==> config.mk <==
export PLATFORM = sky130hd
export DESIGN_NAME = lpsc_ctrl
export DESIGN_NICKNAME = d
export VERILOG_FILES = /design/src/logic/lpsc_pkg.sv /design/src/logic/lpsc_save_mem.sv /design/src/logic/lpsc_ctrl.sv
export SDC_FILE = /design/constraint.sdc
export NUM_CORES = 1
export LEC_CHECK = 0
export BUFFER_PORTS_ARGS = -buffer_cell sky130_fd_sc_hd__clkbuf_2
export CORE_ASPECT_RATIO = 1.1
export CORE_MARGIN = 2
export CORE_UTILIZATION = 52
export DETAILED_ROUTE_END_ITERATION = 8
export GPL_TIMING_DRIVEN = 0
export PLACE_DENSITY = 0.88
export SLEW_MARGIN = 20
export SYNTH_ARGS = -nofsm -noshare
export SYNTH_HDL_FRONTEND = slang
export SYNTH_SLANG_ARGS = --single-unit
==> constraint.sdc <==
create_clock -name clock_in -period 3.52 [get_ports clock_in]
set_input_delay 0.176 -clock clock_in [delete_from_list [all_inputs] [get_ports clock_in]]
set_output_delay 0.176 -clock clock_in [all_outputs]
set_load 0.01 [all_outputs]
==> src/logic/lpsc_pkg.sv <==
// package of types and constants for the low-power state control block
package lpsc_pkg;

	// ----------------------------------------
	// power states, gray coded along normal -> stop-grant -> sleep -> deep sleep
	// ----------------------------------------
	typedef enum logic [2:0] {
		LPSC_NORMAL = 3'h0,
		LPSC_STOP_GRANT = 3'h1,
		LPSC_SLEEP = 3'h3,
		LPSC_DEEP_SLEEP = 3'h2,
		LPSC_MGMT = 3'h6,
		LPSC_TRIPPED = 3'h7
	} lpsc_state_t;

	// ----------------------------------------
	// bus transaction codes issued as acknowledges
	// ----------------------------------------
	localparam logic [1:0] LPSC_TXN_NONE = 2'h0;
	localparam logic [1:0] LPSC_TXN_STOP_GRANT_ACK = 2'h1;
	localparam logic [1:0] LPSC_TXN_MGMT_ACK = 2'h2;

	// ----------------------------------------
	// widths and reset values
	// ----------------------------------------
	localparam int LPSC_VCODE_W = 6;
	localparam int LPSC_SAVE_W = 8;
	localparam logic [5:0] LPSC_VCODE_RESET = 6'h00;
	localparam logic [7:0] LPSC_SAVE_RESET = 8'h00;
	// entries in the saved-state memory
	localparam int LPSC_SAVE_DEPTH = 4;
	localparam logic [1:0] LPSC_SAVE_SLOT = 2'h0;

	// ----------------------------------------
	// unit clock gates
	// ----------------------------------------
	typedef struct packed {
		logic core;
		logic bus_unit;
		logic intr_ctrl;
		logic pll;
	} lpsc_clk_en_t;

	localparam lpsc_clk_en_t LPSC_CLK_ALL = 4'hf;
	localparam lpsc_clk_en_t LPSC_CLK_STOP_GRANT = 4'h7;
	localparam lpsc_clk_en_t LPSC_CLK_PLL_ONLY = 4'h1;

	// ----------------------------------------
	// request inputs from core logic; the first four active-low, the rest active-high
	// ----------------------------------------
	typedef struct packed {
		logic clock_stop_request_n;
		logic sleep_request_n;
		logic deep_sleep_request_n;
		logic sysmgmt_interrupt_n;
		logic snoop;
		logic intr;
		logic break_event;
		logic mgmt_done;
	} lpsc_req_t;

endpackage

==> src/logic/lpsc_save_mem.sv <==
// small memory holding the execution state saved on management interrupt entry
`timescale 1ns/100ps
module lpsc_save_mem (
	input wire logic clock_in,
	input wire logic rst_n_in,
	input wire logic wr_en_in,
	input wire logic [1:0] addr_in,
	input wire logic [lpsc_pkg::LPSC_SAVE_W-1:0] wr_data_in,
	output logic [lpsc_pkg::LPSC_SAVE_W-1:0] rd_data_out
);
	import lpsc_pkg::*;

	logic [LPSC_SAVE_W-1:0] mem [LPSC_SAVE_DEPTH];

	// ----------------------------------------
	// write port and registered read
	// ----------------------------------------
	always_ff @(posedge clock_in or negedge rst_n_in) begin
		if (!rst_n_in) begin
			rd_data_out <= LPSC_SAVE_RESET;
		end else begin
			rd_data_out <= mem[addr_in];
		end
	end

	// storage itself carries no reset
	always_ff @(posedge clock_in) begin
		if (wr_en_in) begin
			mem[addr_in] <= wr_data_in;
		end
	end
endmodule

==> src/logic/lpsc_ctrl.sv <==
// low-power state sequencer with management entry, overheat trip and voltage code
`timescale 1ns/100ps
module lpsc_ctrl (
	input wire logic clock_in,
	input wire logic rst_n_in,
	input wire lpsc_pkg::lpsc_req_t req_in,
	input wire logic over_temp_in,
	input wire logic target_ready_n_in,
	input wire logic [lpsc_pkg::LPSC_VCODE_W-1:0] vcode_sel_in,
	input wire logic [lpsc_pkg::LPSC_SAVE_W-1:0] exec_state_in,
	output lpsc_pkg::lpsc_state_t state_out,
	output lpsc_pkg::lpsc_clk_en_t clk_en_out,
	output logic [1:0] txn_out,
	output logic txn_valid_out,
	output logic exec_run_out,
	output logic system_mgmt_mode_out,
	output logic snoop_ack_out,
	output logic intr_ack_out,
	output logic write_data_go_out,
	output logic overheat_trip_n_out,
	output logic overheat_trip_n_oe_out,
	output logic pending_break_out_n_out,
	output logic pending_break_out_n_oe_out,
	output logic [lpsc_pkg::LPSC_VCODE_W-1:0] voltage_code_out,
	output logic voltage_code_oe_out,
	output logic [lpsc_pkg::LPSC_SAVE_W-1:0] saved_state_out
);
	import lpsc_pkg::*;

	// ----------------------------------------
	// whole module state
	// ----------------------------------------
	typedef struct packed {
		logic stop_meta;
		logic stop_sync;
		logic release_seen;
		logic drive_on;
		lpsc_state_t state;
		lpsc_state_t resume;
		lpsc_clk_en_t clk_en;
		logic [1:0] txn;
		logic txn_valid;
		logic exec_run;
		logic mgmt;
		logic snoop_ack;
		logic intr_ack;
		logic wr_go;
		logic trip_n;
		logic brk_n;
		logic [LPSC_VCODE_W-1:0] vcode;
	} lpsc_ctrl_st_t;

	localparam lpsc_ctrl_st_t ST_RESET = '{
		stop_meta: 1'b1, stop_sync: 1'b1, release_seen: 1'b0, drive_on: 1'b1,
		state: LPSC_NORMAL, resume: LPSC_NORMAL, clk_en: LPSC_CLK_ALL,
		txn: LPSC_TXN_NONE, txn_valid: 1'b0, exec_run: 1'b0, mgmt: 1'b0,
		snoop_ack: 1'b0, intr_ack: 1'b0, wr_go: 1'b0, trip_n: 1'b1,
		brk_n: 1'b1, vcode: LPSC_VCODE_RESET
	};

	lpsc_ctrl_st_t st;
	lpsc_ctrl_st_t next_st;
	logic save_wr;

	// clock gate pattern for a given state
	function automatic lpsc_clk_en_t clk_for(input lpsc_state_t s);
		case (s)
			LPSC_STOP_GRANT: clk_for = LPSC_CLK_STOP_GRANT;
			LPSC_SLEEP: clk_for = LPSC_CLK_PLL_ONLY;
			LPSC_DEEP_SLEEP: clk_for = LPSC_CLK_PLL_ONLY;
			LPSC_TRIPPED: clk_for = LPSC_CLK_PLL_ONLY;
			default: clk_for = LPSC_CLK_ALL;
		endcase
	endfunction

	// ----------------------------------------
	// saved execution state
	// ----------------------------------------
	lpsc_save_mem u_save (
		.clock_in(clock_in),
		.rst_n_in(rst_n_in),
		.wr_en_in(save_wr),
		.addr_in(LPSC_SAVE_SLOT),
		.wr_data_in(exec_state_in),
		.rd_data_out(saved_state_out)
	);

	// ----------------------------------------
	// next-state logic
	// ----------------------------------------
	always_comb begin
		next_st = st;
		save_wr = 1'b0;
		next_st.txn = LPSC_TXN_NONE;
		next_st.txn_valid = 1'b0;
		next_st.snoop_ack = 1'b0;
		next_st.intr_ack = 1'b0;
		// two-flop synchroniser for the clock-stop request
		next_st.stop_meta = req_in.clock_stop_request_n;
		next_st.stop_sync = st.stop_meta;
		// catch the management level once, on the first edge after release
		next_st.release_seen = 1'b1;
		if (!st.release_seen) begin
			next_st.drive_on = req_in.sysmgmt_interrupt_n;
		end
		next_st.vcode = vcode_sel_in;
		case (st.state)
			LPSC_NORMAL: begin
				if (!st.stop_sync) begin
					next_st.state = LPSC_STOP_GRANT;
					next_st.txn = LPSC_TXN_STOP_GRANT_ACK;
					next_st.txn_valid = 1'b1;
				end else if (!req_in.sysmgmt_interrupt_n && st.release_seen) begin
					save_wr = 1'b1;
					next_st.state = LPSC_MGMT;
					next_st.txn = LPSC_TXN_MGMT_ACK;
					next_st.txn_valid = 1'b1;
				end
				next_st.snoop_ack = req_in.snoop;
				next_st.intr_ack = req_in.intr;
			end
			LPSC_STOP_GRANT: begin
				next_st.snoop_ack = req_in.snoop;
				next_st.intr_ack = req_in.intr;
				if (st.stop_sync) begin
					next_st.state = st.resume;
				end else if (!req_in.sleep_request_n) begin
					next_st.state = LPSC_SLEEP;
				end
			end
			LPSC_SLEEP: begin
				// snoops, interrupts and clock-stop are not looked at here
				if (req_in.sleep_request_n) begin
					next_st.state = LPSC_STOP_GRANT;
				end else if (!req_in.deep_sleep_request_n) begin
					next_st.state = LPSC_DEEP_SLEEP;
				end
			end
			LPSC_DEEP_SLEEP: begin
				if (req_in.deep_sleep_request_n) begin
					next_st.state = LPSC_SLEEP;
				end
			end
			LPSC_MGMT: begin
				if (req_in.mgmt_done) begin
					next_st.state = LPSC_NORMAL;
				end else if (!st.stop_sync) begin
					next_st.resume = LPSC_MGMT;
					next_st.state = LPSC_STOP_GRANT;
					next_st.txn = LPSC_TXN_STOP_GRANT_ACK;
					next_st.txn_valid = 1'b1;
				end
				next_st.snoop_ack = req_in.snoop;
				next_st.intr_ack = req_in.intr;
			end
			LPSC_TRIPPED: begin
				next_st.state = LPSC_TRIPPED; // halted until reset
			end
			default: begin
				next_st.state = LPSC_NORMAL;
			end
		endcase
		if (next_st.state == LPSC_NORMAL) begin
			next_st.resume = LPSC_NORMAL;
		end
		// overheat overrides everything and holds till reset; sleep stays deaf to it
		if (over_temp_in && st.state != LPSC_SLEEP) begin
			next_st.state = LPSC_TRIPPED;
			next_st.trip_n = 1'b0;
		end
		next_st.clk_en = clk_for(next_st.state);
		next_st.exec_run = (next_st.state == LPSC_NORMAL) || (next_st.state == LPSC_MGMT);
		next_st.mgmt = (next_st.state == LPSC_MGMT) ||
			(next_st.state != LPSC_NORMAL && next_st.resume == LPSC_MGMT);
		// write data may go only when the target says it is ready
		next_st.wr_go = ~target_ready_n_in & next_st.exec_run;
		// break event latched while clock-stop is held, released with it
		if (st.stop_sync) begin
			next_st.brk_n = 1'b1;
		end else if (req_in.break_event) begin
			next_st.brk_n = 1'b0;
		end
	end

	// ----------------------------------------
	// state register
	// ----------------------------------------
	always_ff @(posedge clock_in or negedge rst_n_in) begin
		if (!rst_n_in) begin
			st <= ST_RESET;
		end else begin
			st <= next_st;
		end
	end

	// ----------------------------------------
	// outputs, straight from flops
	// ----------------------------------------
	assign state_out = st.state;
	assign clk_en_out = st.clk_en;
	assign txn_out = st.txn;
	assign txn_valid_out = st.txn_valid;
	assign exec_run_out = st.exec_run;
	assign system_mgmt_mode_out = st.mgmt;
	assign snoop_ack_out = st.snoop_ack;
	assign intr_ack_out = st.intr_ack;
	assign write_data_go_out = st.wr_go;
	assign overheat_trip_n_out = st.trip_n;
	assign pending_break_out_n_out = st.brk_n;
	assign voltage_code_out = st.vcode;
	// enables drop when the management level was held at reset release
	assign overheat_trip_n_oe_out = st.drive_on;
	assign pending_break_out_n_oe_out = st.drive_on;
	assign voltage_code_oe_out = st.drive_on;
endmodule

After elaboration in Yosys (flattened, before gate mapping)
Memory sizes are Yosys's and may differ from the RTL's. A register that Yosys moved wholly into a read port is not among the register bits.
Cells that the tools add are included.
{"block": "word_totals", "regBits": 30, "mem_bits_rw": 32, "inputBits": 26, "elab_cells": 77, "memories": 1}
{"memory": "u_save.mem", "words": 4, "width": 8, "read_ports": 1, "rd_ports_with_merged_regs": 1, "wr": 1, "line_no": "lpsc_save_mem.sv:13", "source": "logic [LPSC_SAVE_W-1:0] mem [LPSC_SAVE_DEPTH];"}
{"block": "op_classes", "n_eq_ne": 12, "muxes": 28, "bitwise": 2, "n_reduce_logical": 14}
{"operator": "$mux W3", "n": 14}
{"operator": "$pmux W3 S6", "n": 1}
{"operator": "$eq A3 B3 Y1 const B", "n": 5}
{"operator": "$eq A3 B2 Y1 const B", "n": 4}
{"operator": "$logic_not A3 Y1", "n": 3}
{"operator": "$pmux W4 S2", "n": 1}
{"operator": "$mux W1", "n": 7}
{"operator": "$eq A3 B1 Y1 const B", "n": 2}
{"operator": "$mux W2", "n": 3}
{"operator": "$mux W6", "n": 1}
{"operator": "$pmux W3 S2", "n": 1}
{"operator": "$reduce_or A3 Y1", "n": 2}
{"operator": "$logic_and A1 B1 Y1", "n": 3}
{"operator": "$ne A3 B2 Y1 const B", "n": 1}
{"operator": "$reduce_bool A3 Y1", "n": 1}
{"operator": "$logic_not A1 Y1", "n": 2}
{"operator": "$logic_or A1 B1 Y1", "n": 2}
{"operator": "$reduce_bool A2 Y1", "n": 1}
{"operator": "$and A1 B1 Y1", "n": 1}
{"operator": "$not A1 Y1", "n": 1}

Depth between registers and ports, before layout
Gate-level depths: netlist of run 1.
{"block": "logic_depth", "depth_word": 10, "mapped_depth": 6, "mapped_depth_nobuf": 5}

By module
From an unflattened synthesis of run 1, not the netlist that was laid out.
{"block": "hier_totals", "cells_unflattened": 164, "hier_area_um2": 2658.8}
{"mod": "lpsc_save_mem", "n_inst": 1, "cells_per_inst": 54, "area_each_um2": 1400.1, "seq_area_each_um2": 1161.1}
{"mod": "lpsc_ctrl", "n_inst": 1, "cells_per_inst": 110, "area_each_um2": 1258.7, "seq_area_each_um2": 709.4}

Worst setup path after synthesis of run 1
No wires, ideal clock.
{"block": "synth_path", "path_type": "register to register", "start": "register st (netlist bit state_out[2])", "end": "register st[20] (netlist bit)", "setup_time_ns": 0.143, "arrival_ns": 1.411, "required_time_ns": 3.377, "setup_slack_ns": 1.966, "path_stages_with_launch": 7, "path_buffers": 1, "period_less_slack_ns": 1.554, "cell_sequence": "dfrtp_1 > buf_2 > a211o_1 > a31oi_1 > nand3_1 > nor3_1 > nor3b_1"}
{"item": "start, declared", "line_no": "lpsc_ctrl.sv:61", "source": "lpsc_ctrl_st_t st;"}
{"item": "start signal, assigned", "line_no": "lpsc_ctrl.sv:192", "source": "st <= next_st;"}

==> run metrics, run 1 <==
status finished, final reports clean; yosys synthesis warning count 0; Die Ht 63.9 µm; vias in the first global route 1291; drt wl/cell 14.8 µm; Multi-input gate area 389 µm²; final worst-path cycle share 54.8%; Synth Area in XOR/XNOR 0.517%; WHS 0.0360 ns; Compound-Gate Fraction of Synth Area 7.16%; largest family of logic cells by synthesized area simple AND/OR/NAND/NOR gates; Adder-Cell Fraction of Synth Area 0.664%; antenna violations before repair 0; drt first pass iters 4; Hold Crit Endpoint snoop_ack_out; Final Instance Area 2290 µm²; Int Power 0.724 mW; clock transition at the registers of the reported paths 0.14 ns; Yosys reg bits 44; Slew @ Worst Pin 0.850 ns; Final Util 74.4%; Top FF cell, synth dfrtp_1; Vias 1236; Reg2Reg Setup Slack 1.59 ns; hold_sp req_in[3]; R2R Path Start st[28]; Worst R2R Path Depth 6; Distinct cells, synth 37; P_sw 0.201 mW; post-CTS sizing 0; switching power share of the total 21.7%; cell area after synthesis 1700 µm²; post-DP HPWL 2320 µm; IO Pins 60; Setup crit start st[28]; number of remaining DRC errors 0; reg2reg end st[20]; hold path depth 2; Layout area overhead 34.9%; Final Max Tran Viols 0; Detailed Route Iter0 Violations 45; Max Cap Violations 0; gpl congestion 0.788; Clk pwr share 34.1%; Cells after Synth 125; CTS tree built; number of port buffers 58; n_diodes 0; CTS H-tree depth 2; Post-Synth Simple-Gate Area 13.5%; total gr overflow 0; slew margin rel. 43.3%; Hold Path Class in2reg; cell leakage power 1.12 nW; Area after DPL 2030 µm²; EDFF count, synth 8; mux contribution to synthesized area 0.664%; Worst setup SP type flip-flop; crit path kind reg2reg; die width 58.4 µm; RSZ-0062 raised after global routing false; register area share after synthesis 67.8%; FF/Latch Area 1150 µm²; # clock sinks 44; setup_tns 0 ns; pin count of the biggest net entering global routing 37; worst path arrival time 2.15 ns; Fmax achieved 0.518 GHz; Seq pwr share 57.8%; clock buffer depth 2; final worst path period need 1.93 ns; final hold viol count 0; clock skew 0.0128 ns; P per Cell Area 404 nW/µm²; CTS Root Buffer Type clkbuf_4; Req. time, crit path 3.74 ns; remaining antenna violation count after routing 0; TritonCTS buffer count 5; fraction of layout cells with a size suffix above 1 48.8%; Die Area 3730 µm²; Total GRT Usage 21.8%; initial core utilization 55.1%; # fillers 197; Routed WL 3590 µm; final net count 234; worst-skew pair later-pin latency 0.35 ns; combinational share of power 8.1%; Rows 21; Avg Cell Area, Syn 13.6 µm²; first-pass GRT wire length 5910 µm; ys async rst share 81.8%; Via density 5.09; core area 3070 µm²; Worst Path Max Fanout 10; Setup violations, final 0; Worst Setup End Kind flip-flop; Max VDD drop 0.000372 V; Tot Pwr 0.924 mW
worst max-delay path: stages (launching register included):
cell,delay [ns]
dfstp_2,0.55
buf_6,0.13
o21ai_0,0.15
a31oi_1,0.29
nand3_1,0.23
nor3_1,0.35
nor3b_1,0.09
per-layer routing:
metal | vias up | part of all wire, % | GRT usage, %
li1 | 572 | - | -
met1 | 585 | 33 | 22.8
met2 | 66 | 57 | 39.5
met3 | 13 | 6.5 | 5.06
met4 | 0 | 3.5 | 11.0
met5 | - | 0 | 0
cells in the mapped netlist (all sizes together) (3+ instances only):
cell type  instances  area, µm²
buf               20        149
nand2              6       22.5
and2               3       18.8
dfstp              7        184
dfrtp             29        726
o21bai             3       22.5
o21ai              3       15.0
nor3               4       25.0
edfxtp             8        240
inv                3       11.3
nor2              10       40.0
nand3              5       30.0
area by class of cell:
| type | instances | share of cell area, % |
|---|---|---|
| plain buffers | 20 | 6.51 |
| repair buffers | 75 | 20.1 |
| flip-flops and latches | 44 | 50.3 |
| well taps | 34 | 1.86 |
| clock buffers | 5 | 1.64 |
| inverters | 3 | 0.492 |
| clock inverters | 3 | 2.08 |
| multi-input cells | 59 | 17.0 |
cell usage in the layout (no fill, tap or decap), types with 2 or more instances in the layout:
| master | instances |
|---|---|
| clkbuf_2 | 58 |
| dfrtp_1 | 29 |
| buf_4 | 17 |
| dlygate4sd3_1 | 17 |
| nor2_1 | 9 |
| edfxtp_1 | 8 |
| dfstp_2 | 7 |
| nand2_1 | 6 |
| clkbuf_4 | 5 |
| nand3_1 | 4 |
| o21ai_0 | 3 |
| nor3_1 | 3 |
| o21bai_1 | 3 |
| inv_1 | 3 |
| and2_1 | 3 |
| buf_2 | 2 |
| nand2b_1 | 2 |
| nor3b_1 | 2 |
| o21a_1 | 2 |
| a21o_1 | 2 |
| conb_1 | 2 |
| clkinv_4 | 2 |
power by group through the flow:
stage	sequential, mW	clock, mW	combinational [mW]
5_1_grt	0.536	0.346	0.0825
3_5_place_dp	0.544	0	0.0592
3_3_place_gp	0.543	0	0.0569
4_1_cts	0.534	0.322	0.0741
2_1_floorplan	0.545	0	0.0247
6_report	0.534	0.316	0.0746
through the flow:
| stage | setup slack [ns] | instances |
|---|---|---|
| after floorplan | 1.97 | 126 |
| after global placement | 1.85 | 218 |
| after detailed placement | 1.82 | 218 |
| after CTS | 1.79 | 243 |
| after global routing | 1.50 | 243 |
| final | 1.59 | 243 |
registers in the layout (all words and copies together), names as in the netlist, 2 cells and up:
name                cells
txn_out                 2
u_save.rd_data_out      8
clk_en_out              2
voltage_code_out        6
state_out               3
st                      5
u_save.mem              8
worst max-delay path by stage:
| stage | endpoint | cells past startpoint |
|---|---|---|
| after floorplan | st[20] | 6 |
| after global placement | st[20] | 6 |
| after detailed placement | clk_en_out[3] | 5 |
| after CTS | st[20] | 6 |
| after global routing | st[22] | 6 |
| final | st[20] | 6 |
logic make-up after synthesis:
group	count (synthesis)
flops	44
mux	1
other cells	1
simple gates	39
xor+xnor	1
buf+inv	23
compound gates	15
fa+ha+maj	1
timing repair:
action / in CTS / in global routing
hold buffers: 17 / 0
buffers inserted: 0 / 0
endpoints found under the hold margin: 45 / 0
(Power assumes the default switching activity.)
==> run 2, diff against run 1 <==
--- a/config.mk
+++ b/config.mk
@@ -8,10 +8,10 @@
 export BUFFER_PORTS_ARGS = -buffer_cell sky130_fd_sc_hd__clkbuf_2
 export CORE_ASPECT_RATIO = 1.1
 export CORE_MARGIN = 2
-export CORE_UTILIZATION = 52
+export CORE_UTILIZATION = 44
 export DETAILED_ROUTE_END_ITERATION = 8
 export GPL_TIMING_DRIVEN = 0
-export PLACE_DENSITY = 0.88
+export PLACE_DENSITY = 0.8
 export SLEW_MARGIN = 20
 export SYNTH_ARGS = -nofsm -noshare
 export SYNTH_HDL_FRONTEND = slang
==> constraint.sdc (replaced) <==
create_clock -name clock_in -period 1.6 [get_ports clock_in]
set_input_delay 0.08 -clock clock_in [delete_from_list [all_inputs] [get_ports clock_in]]
set_output_delay 0.08 -clock clock_in [all_outputs]
set_load 0.01 [all_outputs]
==> run 2 against run 1 <==
Against the previous run: flip-flop and latch count unchanged; clock power rose to 2.6 times the previous value; non-clock buffer count up 8; largest power group unchanged; global-route usage down 5.0 points; die area up 17%; the run now ends with negative setup slack left; critical path depth up 1.
==> run metrics, run 2 (same netlist as run 1, synthesis figures left out) <==
crit-path most repeated cell buf_6; gpl congestion 0.729 (was 0.788); CTS tree built (unchanged); Slew @ Worst Pin 0.848 ns (was 0.850 ns); P per Cell Area 875 nW/µm² (was 404 nW/µm²); status finished with violations (was finished, final reports clean); die width 63.2 µm (was 58.4 µm); Crit path max-delay family simple AND/OR/NAND/NOR gates (unchanged); met3 wire len 156 µm (was 232 µm); CTS H-tree depth 2 (unchanged); Max Cap Violations 0 (unchanged); remaining antenna violation count after routing 0 (unchanged); most frequent cells in the layout clkbuf_2 (58), dfrtp_1 (27), buf_4 (22) (was clkbuf_2 (58), dfrtp_1 (29), buf_4 (17), dlygate4sd3_1 (17), nor2_1 (9)); Max VDD drop 0.000688 V (was 0.000372 V); Worst R2R Path Depth 7 (was 6); slew margin rel. 43.5% (was 43.3%); worst-skew pair later-pin latency 0.30 ns (was 0.35 ns); Setup violations, final 8 (was 0); Fmax achieved 0.581 GHz (was 0.518 GHz); number of remaining DRC errors 0 (unchanged); Detailed Route Iter0 Violations 53 (was 45); # clock sinks 44 (unchanged); Hold Crit Endpoint pending_break_out_n_out (was snoop_ack_out); dpl cells 234 (was 218); fraction of layout cells with a size suffix above 1 56.2% (was 48.8%); drt wl/cell 12.9 µm (was 14.8 µm); Rows 23 (was 21); drt first pass iters 4 (unchanged); Crit path largest cell delay 0.39 ns (was 0.55 ns); Total GRT Usage 16.8% (was 21.8%); post-DP HPWL 2080 µm (was 2320 µm); initial core utilization 46.0% (was 55.1%); first-pass GRT wire length 5580 µm (was 5910 µm); Worst Setup End Kind flip-flop (unchanged); pin count of the biggest net entering global routing 37 (unchanged); TritonCTS buffer count 5 (unchanged); Final Instance Area 2490 µm² (was 2290 µm²); Met2 Routed Length 1900 µm (was 2060 µm); Worst Path Max Fanout 6 (was 10); IO Pins 60 (unchanged); non-filler instance count after layout 267 (was 243); hold_sp req_in[1] (was req_in[3]); WP buf/inv 2 (was 1); worst path arrival time 1.93 ns (was 2.15 ns); Tot Pwr 2.18 mW (was 0.924 mW); Worst setup SP type flip-flop (unchanged); Die Area 4370 µm² (was 3730 µm²); crit path kind reg2reg (unchanged); Via density 4.55 (was 5.09); R2R Path Start st[28] (unchanged); reg2reg end system_mgmt_mode_out (was st[20]); core area 3680 µm² (was 3070 µm²); setup_tns -0.665 ns (was 0 ns); clock buffer depth 2 (unchanged); M1 wire length 1280 µm (was 1170 µm); Reg2Reg Setup Slack -0.12 ns (was 1.59 ns); hold path depth 3 (was 2); RSZ-0062 raised after global routing true (was false); most common library cell in the layout ignoring fill and taps clkbuf_2 (unchanged); final net count 242 (was 234); CTS Root Buffer Type clkbuf_8 (was clkbuf_4); failing checks negative setup slack; Area after DPL 2050 µm² (was 2030 µm²); n_diodes 0 (unchanged); Layout area overhead 47.0% (was 34.9%); clock transition at the registers of the reported paths 0.08 ns (was 0.14 ns); antenna violations before repair 0 (unchanged); vias in the first global route 1194 (was 1291); final setup margin -0.122 ns (was 1.59 ns); critical-path cell list buf_6 -> buf_6 -> or3b_4 -> a31oi_4 -> nand3b_4 -> nand2_2 -> o211ai_1 (was buf_6 -> o21ai_0 -> a31oi_1 -> nand3_1 -> nor3_1 -> nor3b_1); Routed WL 3440 µm (was 3590 µm); final worst path period need 1.72 ns (was 1.93 ns); Vias 1215 (was 1236); total gr overflow 0 (unchanged); Die Ht 69.1 µm (was 63.9 µm); number of port buffers 58 (unchanged); Hold Path Class in2reg (unchanged); cell leakage power 1.20 nW (was 1.12 nW); clock skew 0.00471 ns (was 0.0128 ns); top routing layer in use met4 (unchanged); Final Max Tran Viols 0 (unchanged); # fillers 272 (was 197); CP max stage cell or3b_4 (was dfstp_2); final hold viol count 0 (unchanged); Req. time, crit path 1.81 ns (was 3.74 ns); final worst-path cycle share 108% (was 54.8%)
## run 2: changes by cell type in the layout (fill, tap and decap cells not counted), moves of 3 or more
cell	delta
buf_4	+5
clkbuf_4	-5
clkbuf_8	+5
buf_6	+3
## run 2: layout make-up
class,count,area [µm²],area share [%]
clock buffers,5,68.8,2.76
clock inverters,3,42.5,1.71
flip-flops and latches,44,1150,46.2
repair buffers,84,541,21.7
plain buffers,19,150,6.02
multi-input cells,59,464,18.6
inverters,3,11.3,0.452
well taps,50,62.6,2.51
## run 2: metal layers
metal | GRT usage [%] | vias up
met5 | 0 | -
met1 | 17.7 | 588
met3 | 5.71 | 9
li1 | - | 584
met2 | 30.9 | 34
met4 | 5.80 | 0
## run 2: power by group
part / switching (mW) / total, mW / internal, mW / leakage, nW
clock: 0.369 / 0.831 / 0.462 / 0.0558
combinational: 0.0730 / 0.174 / 0.101 / 0.655
sequential: 0.0100 / 1.18 / 1.17 / 0.492
## run 2: how the worst max path moves through the flow
stage	from	end	slack, ns	cells past startpoint
after global routing	st[28]	system_mgmt_mode_out	-0.18	7
final	st[28]	system_mgmt_mode_out	-0.12	7
after CTS	st[28]	clk_en_out[3]	0.002	6
after floorplan	state_out[2]	st[20]	0.05	6
after global placement	state_out[2]	st[20]	-0.15	6
after detailed placement	state_out[2]	st[20]	-0.13	6
## run 2: repair_timing
| action | in CTS | in global routing |
|---|---|---|
| hold endpoints to repair | 47 | 0 |
| buffers inserted | 4 | 3 |
| setup endpoints to repair | 16 | 8 |
| hold buffers | 19 | 0 |
| gates resized for setup | 18 | 10 |
| pin swaps | 4 | 9 |
## run 2: per-stage QoR
step	setup slack (ns)	util, %	hold WS, ns
floorplan	0.0463	-	-0.216
detailed placement	-0.132	55.7	0.173
finish	-0.122	67.7	0.0187
CTS	0.00181	66.5	0.0173
global route	-0.177	67.7	0.0351
global placement	-0.153	55.7	0.175
## run 2: worst min-delay path: stages
cell and delay [ns]:
clkbuf_2 0.08, inv_1 0.04, a21o_1 0.09
==> run 3, diff against run 2 <==
--- a/config.mk
+++ b/config.mk
@@ -6,12 +6,14 @@
 export NUM_CORES = 1
 export LEC_CHECK = 0
 export BUFFER_PORTS_ARGS = -buffer_cell sky130_fd_sc_hd__clkbuf_2
+export CELL_PAD_IN_SITES_DETAIL_PLACEMENT = 1
+export CELL_PAD_IN_SITES_GLOBAL_PLACEMENT = 2
 export CORE_ASPECT_RATIO = 1.1
 export CORE_MARGIN = 2
-export CORE_UTILIZATION = 44
+export CORE_UTILIZATION = 28
 export DETAILED_ROUTE_END_ITERATION = 8
 export GPL_TIMING_DRIVEN = 0
-export PLACE_DENSITY = 0.8
+export PLACE_DENSITY = 0.79
 export SLEW_MARGIN = 20
 export SYNTH_ARGS = -nofsm -noshare
 export SYNTH_HDL_FRONTEND = slang
==> run 3 against run 2 <==
Against the previous run: the run still ends with negative setup slack left; largest power group unchanged; routed wire length is 15% higher; flip-flop and latch count unchanged; setup slack better by 0.091 ns; clock power rose by 3.6%; highest routed layer unchanged; final cell count is 10% higher.
==> run metrics, run 3 (same netlist as run 1, synthesis figures left out) <==
Layout area overhead 49.0% (was 47.0%); worst path arrival time 1.87 ns (was 1.93 ns); CTS H-tree depth 2 (unchanged); setup_tns -0.0955 ns (was -0.665 ns); initial core utilization 29.2% (was 46.0%); number of port buffers 58 (unchanged); TritonCTS buffer count 5 (unchanged); gpl congestion 0.709 (was 0.729); final worst-path cycle share 102% (was 108%); most common library cell in the layout ignoring fill and taps clkbuf_2 (unchanged); CTS tree built (unchanged); non-filler instance count after layout 294 (was 267); post-DP HPWL 2590 µm (was 2080 µm); FF/Latch Area 1150 µm² (unchanged); Die Area 6690 µm² (was 4370 µm²); Hold Path Class in2reg (unchanged); drt first pass iters 4 (unchanged); Slew @ Worst Pin 0.864 ns (was 0.848 ns); Max VDD drop 0.000404 V (was 0.000688 V); Multi-input gate area 467 µm² (was 464 µm²); P per Cell Area 875 nW/µm² (about the same); Via density 4.20 (was 4.55); drt wl/cell 13.5 µm (was 12.9 µm); failing checks negative setup slack (unchanged); Final Max Tran Viols 0 (unchanged); WHS 0.0298 ns (was 0.0187 ns); Routed WL 3970 µm (was 3440 µm); vias in the first global route 1378 (was 1194); Rows 29 (was 23); n_diodes 0 (unchanged); Die Ht 85.6 µm (was 69.1 µm); fraction of layout cells with a size suffix above 1 56.2% (unchanged); crit path kind reg2reg (unchanged); Req. time, crit path 1.84 ns (was 1.81 ns); Vias 1236 (was 1215); Area after DPL 2090 µm² (was 2050 µm²); Worst Setup End Kind flip-flop (unchanged); pin count of the biggest net entering global routing 37 (unchanged); final setup margin -0.0316 ns (was -0.122 ns); first-pass GRT wire length 6560 µm (was 5580 µm); Fmax achieved 0.613 GHz (was 0.581 GHz); Total GRT Usage 12.8% (was 16.8%); final hold viol count 0 (unchanged); dpl cells 261 (was 234); Max Cap Violations 0 (unchanged); die width 78.2 µm (was 63.2 µm); number of remaining DRC errors 0 (unchanged); worst-skew pair later-pin latency 0.30 ns (about the same); cell leakage power 1.20 nW (about the same); clock buffer depth 2 (unchanged); core area 5810 µm² (was 3680 µm²); Setup violations, final 5 (was 8); total gr overflow 0 (unchanged); clock transition at the registers of the reported paths 0.08 ns (about the same); remaining antenna violation count after routing 0 (unchanged); final net count 242 (unchanged); final worst path period need 1.63 ns (was 1.72 ns); most frequent cells in the layout clkbuf_2 (58), dfrtp_1 (27), buf_4 (24) (was clkbuf_2 (58), dfrtp_1 (27), buf_4 (22)); Worst setup SP type flip-flop (unchanged); # fillers 656 (was 272); Detailed Route Iter0 Violations 31 (was 53); clock skew 0.0101 ns (was 0.00471 ns); RSZ-0062 raised after global routing true (unchanged); Worst Path Max Fanout 6 (unchanged); slew margin rel. 42.4% (was 43.5%); IO Pins 60 (unchanged); CTS Root Buffer Type clkbuf_8 (unchanged); antenna violations before repair 0 (unchanged); Final Instance Area 2530 µm² (was 2490 µm²); status finished with violations (unchanged); Final Util 43.5% (was 67.7%); # clock sinks 44 (unchanged)
==> run 3: changes by cell type in the layout (fill, tap and decap cells not counted) <==
cell      previous run  this run
nor2_1               8         7
nand2_2              1         0
clkinv_4             1         2
a31oi_1              0         1
nand2_1              5         6
clkinv_1             1         0
a31oi_2              1         0
buf_6                4         2
nor2_2               1         2
nor4_2               1         0
nor4_4               0         1
buf_4               22        24
==> run 3: critical path, stage by stage (launching register included) <==
cell and delay [ns]:
dfrtp_1 0.39, buf_6 0.14, a211o_1 0.23, a31oi_1 0.20, nand3_2 0.19, maj3_2 0.36, nor2_2 0.07
==> run 3: timing repair <==
item | 4_1_cts | 5_1_grt
resized for setup | 17 | 7
hold endpoints to repair | 47 | 0
endpoints found under the setup margin | 17 | 8
gates cloned | 1 | 0
buffers inserted | 5 | 0
hold buffers | 19 | 0
pin swaps | 6 | 4
==> run 3: path summary, 6_finish.rpt <==
path | startpoint | end | slack [ns] | depth (start not counted)
worst max-delay path | state_out[2] | clk_en_out[3] | -0.03 | 6
worst min-delay path | req_in[1] | pending_break_out_n_out | 0.03 | 3
worst max register to register | state_out[2] | clk_en_out[3] | -0.03 | 6
worst min register to register | u_save.mem[0][0] | u_save.rd_data_out[0] | 0.36 | 0
max in group asynchronous | rst_n_in | state_out[0] | 0.57 | 2
min in group asynchronous | rst_n_in | state_out[2] | 0.43 | 2
==> run 3: cell type report <==
class,instances,area share (%)
buffer,20,6.24
clock buffer,5,2.72
clock inverter,3,1.88
inverter,3,0.446
multi-input combinational,59,18.5
sequential,44,45.6
tap,77,3.81
timing repair buffer,83,20.8
==> run 3: metal layers <==
metal | wire length [µm] | vias up | track usage (%)
met5 | 0 | - | 0
met4 | 110 | 0 | 6.22
met3 | 138 | 10 | 3.05
met2 | 2300 | 34 | 24.5
met1 | 1420 | 608 | 13.0
li1 | - | 584 | -
==> run 3: through the flow <==
| stage | setup slack [ns] | total power, mW |
|---|---|---|
| detailed placement | -0.199 | 1.33 |
| floorplan | 0.0463 | 1.25 |
| global placement | -0.193 | 1.33 |
| global route | -0.120 | 2.31 |
| finish | -0.0316 | 2.21 |
| CTS | -0.0258 | 2.24 |
==> run 3: where the power goes <==
group / internal (mW) / total, mW / switching, mW / leakage, nW
combinational: 0.0996 / 0.174 / 0.0747 / 0.652
clock: 0.470 / 0.861 / 0.390 / 0.0583
sequential: 1.17 / 1.18 / 0.0107 / 0.492
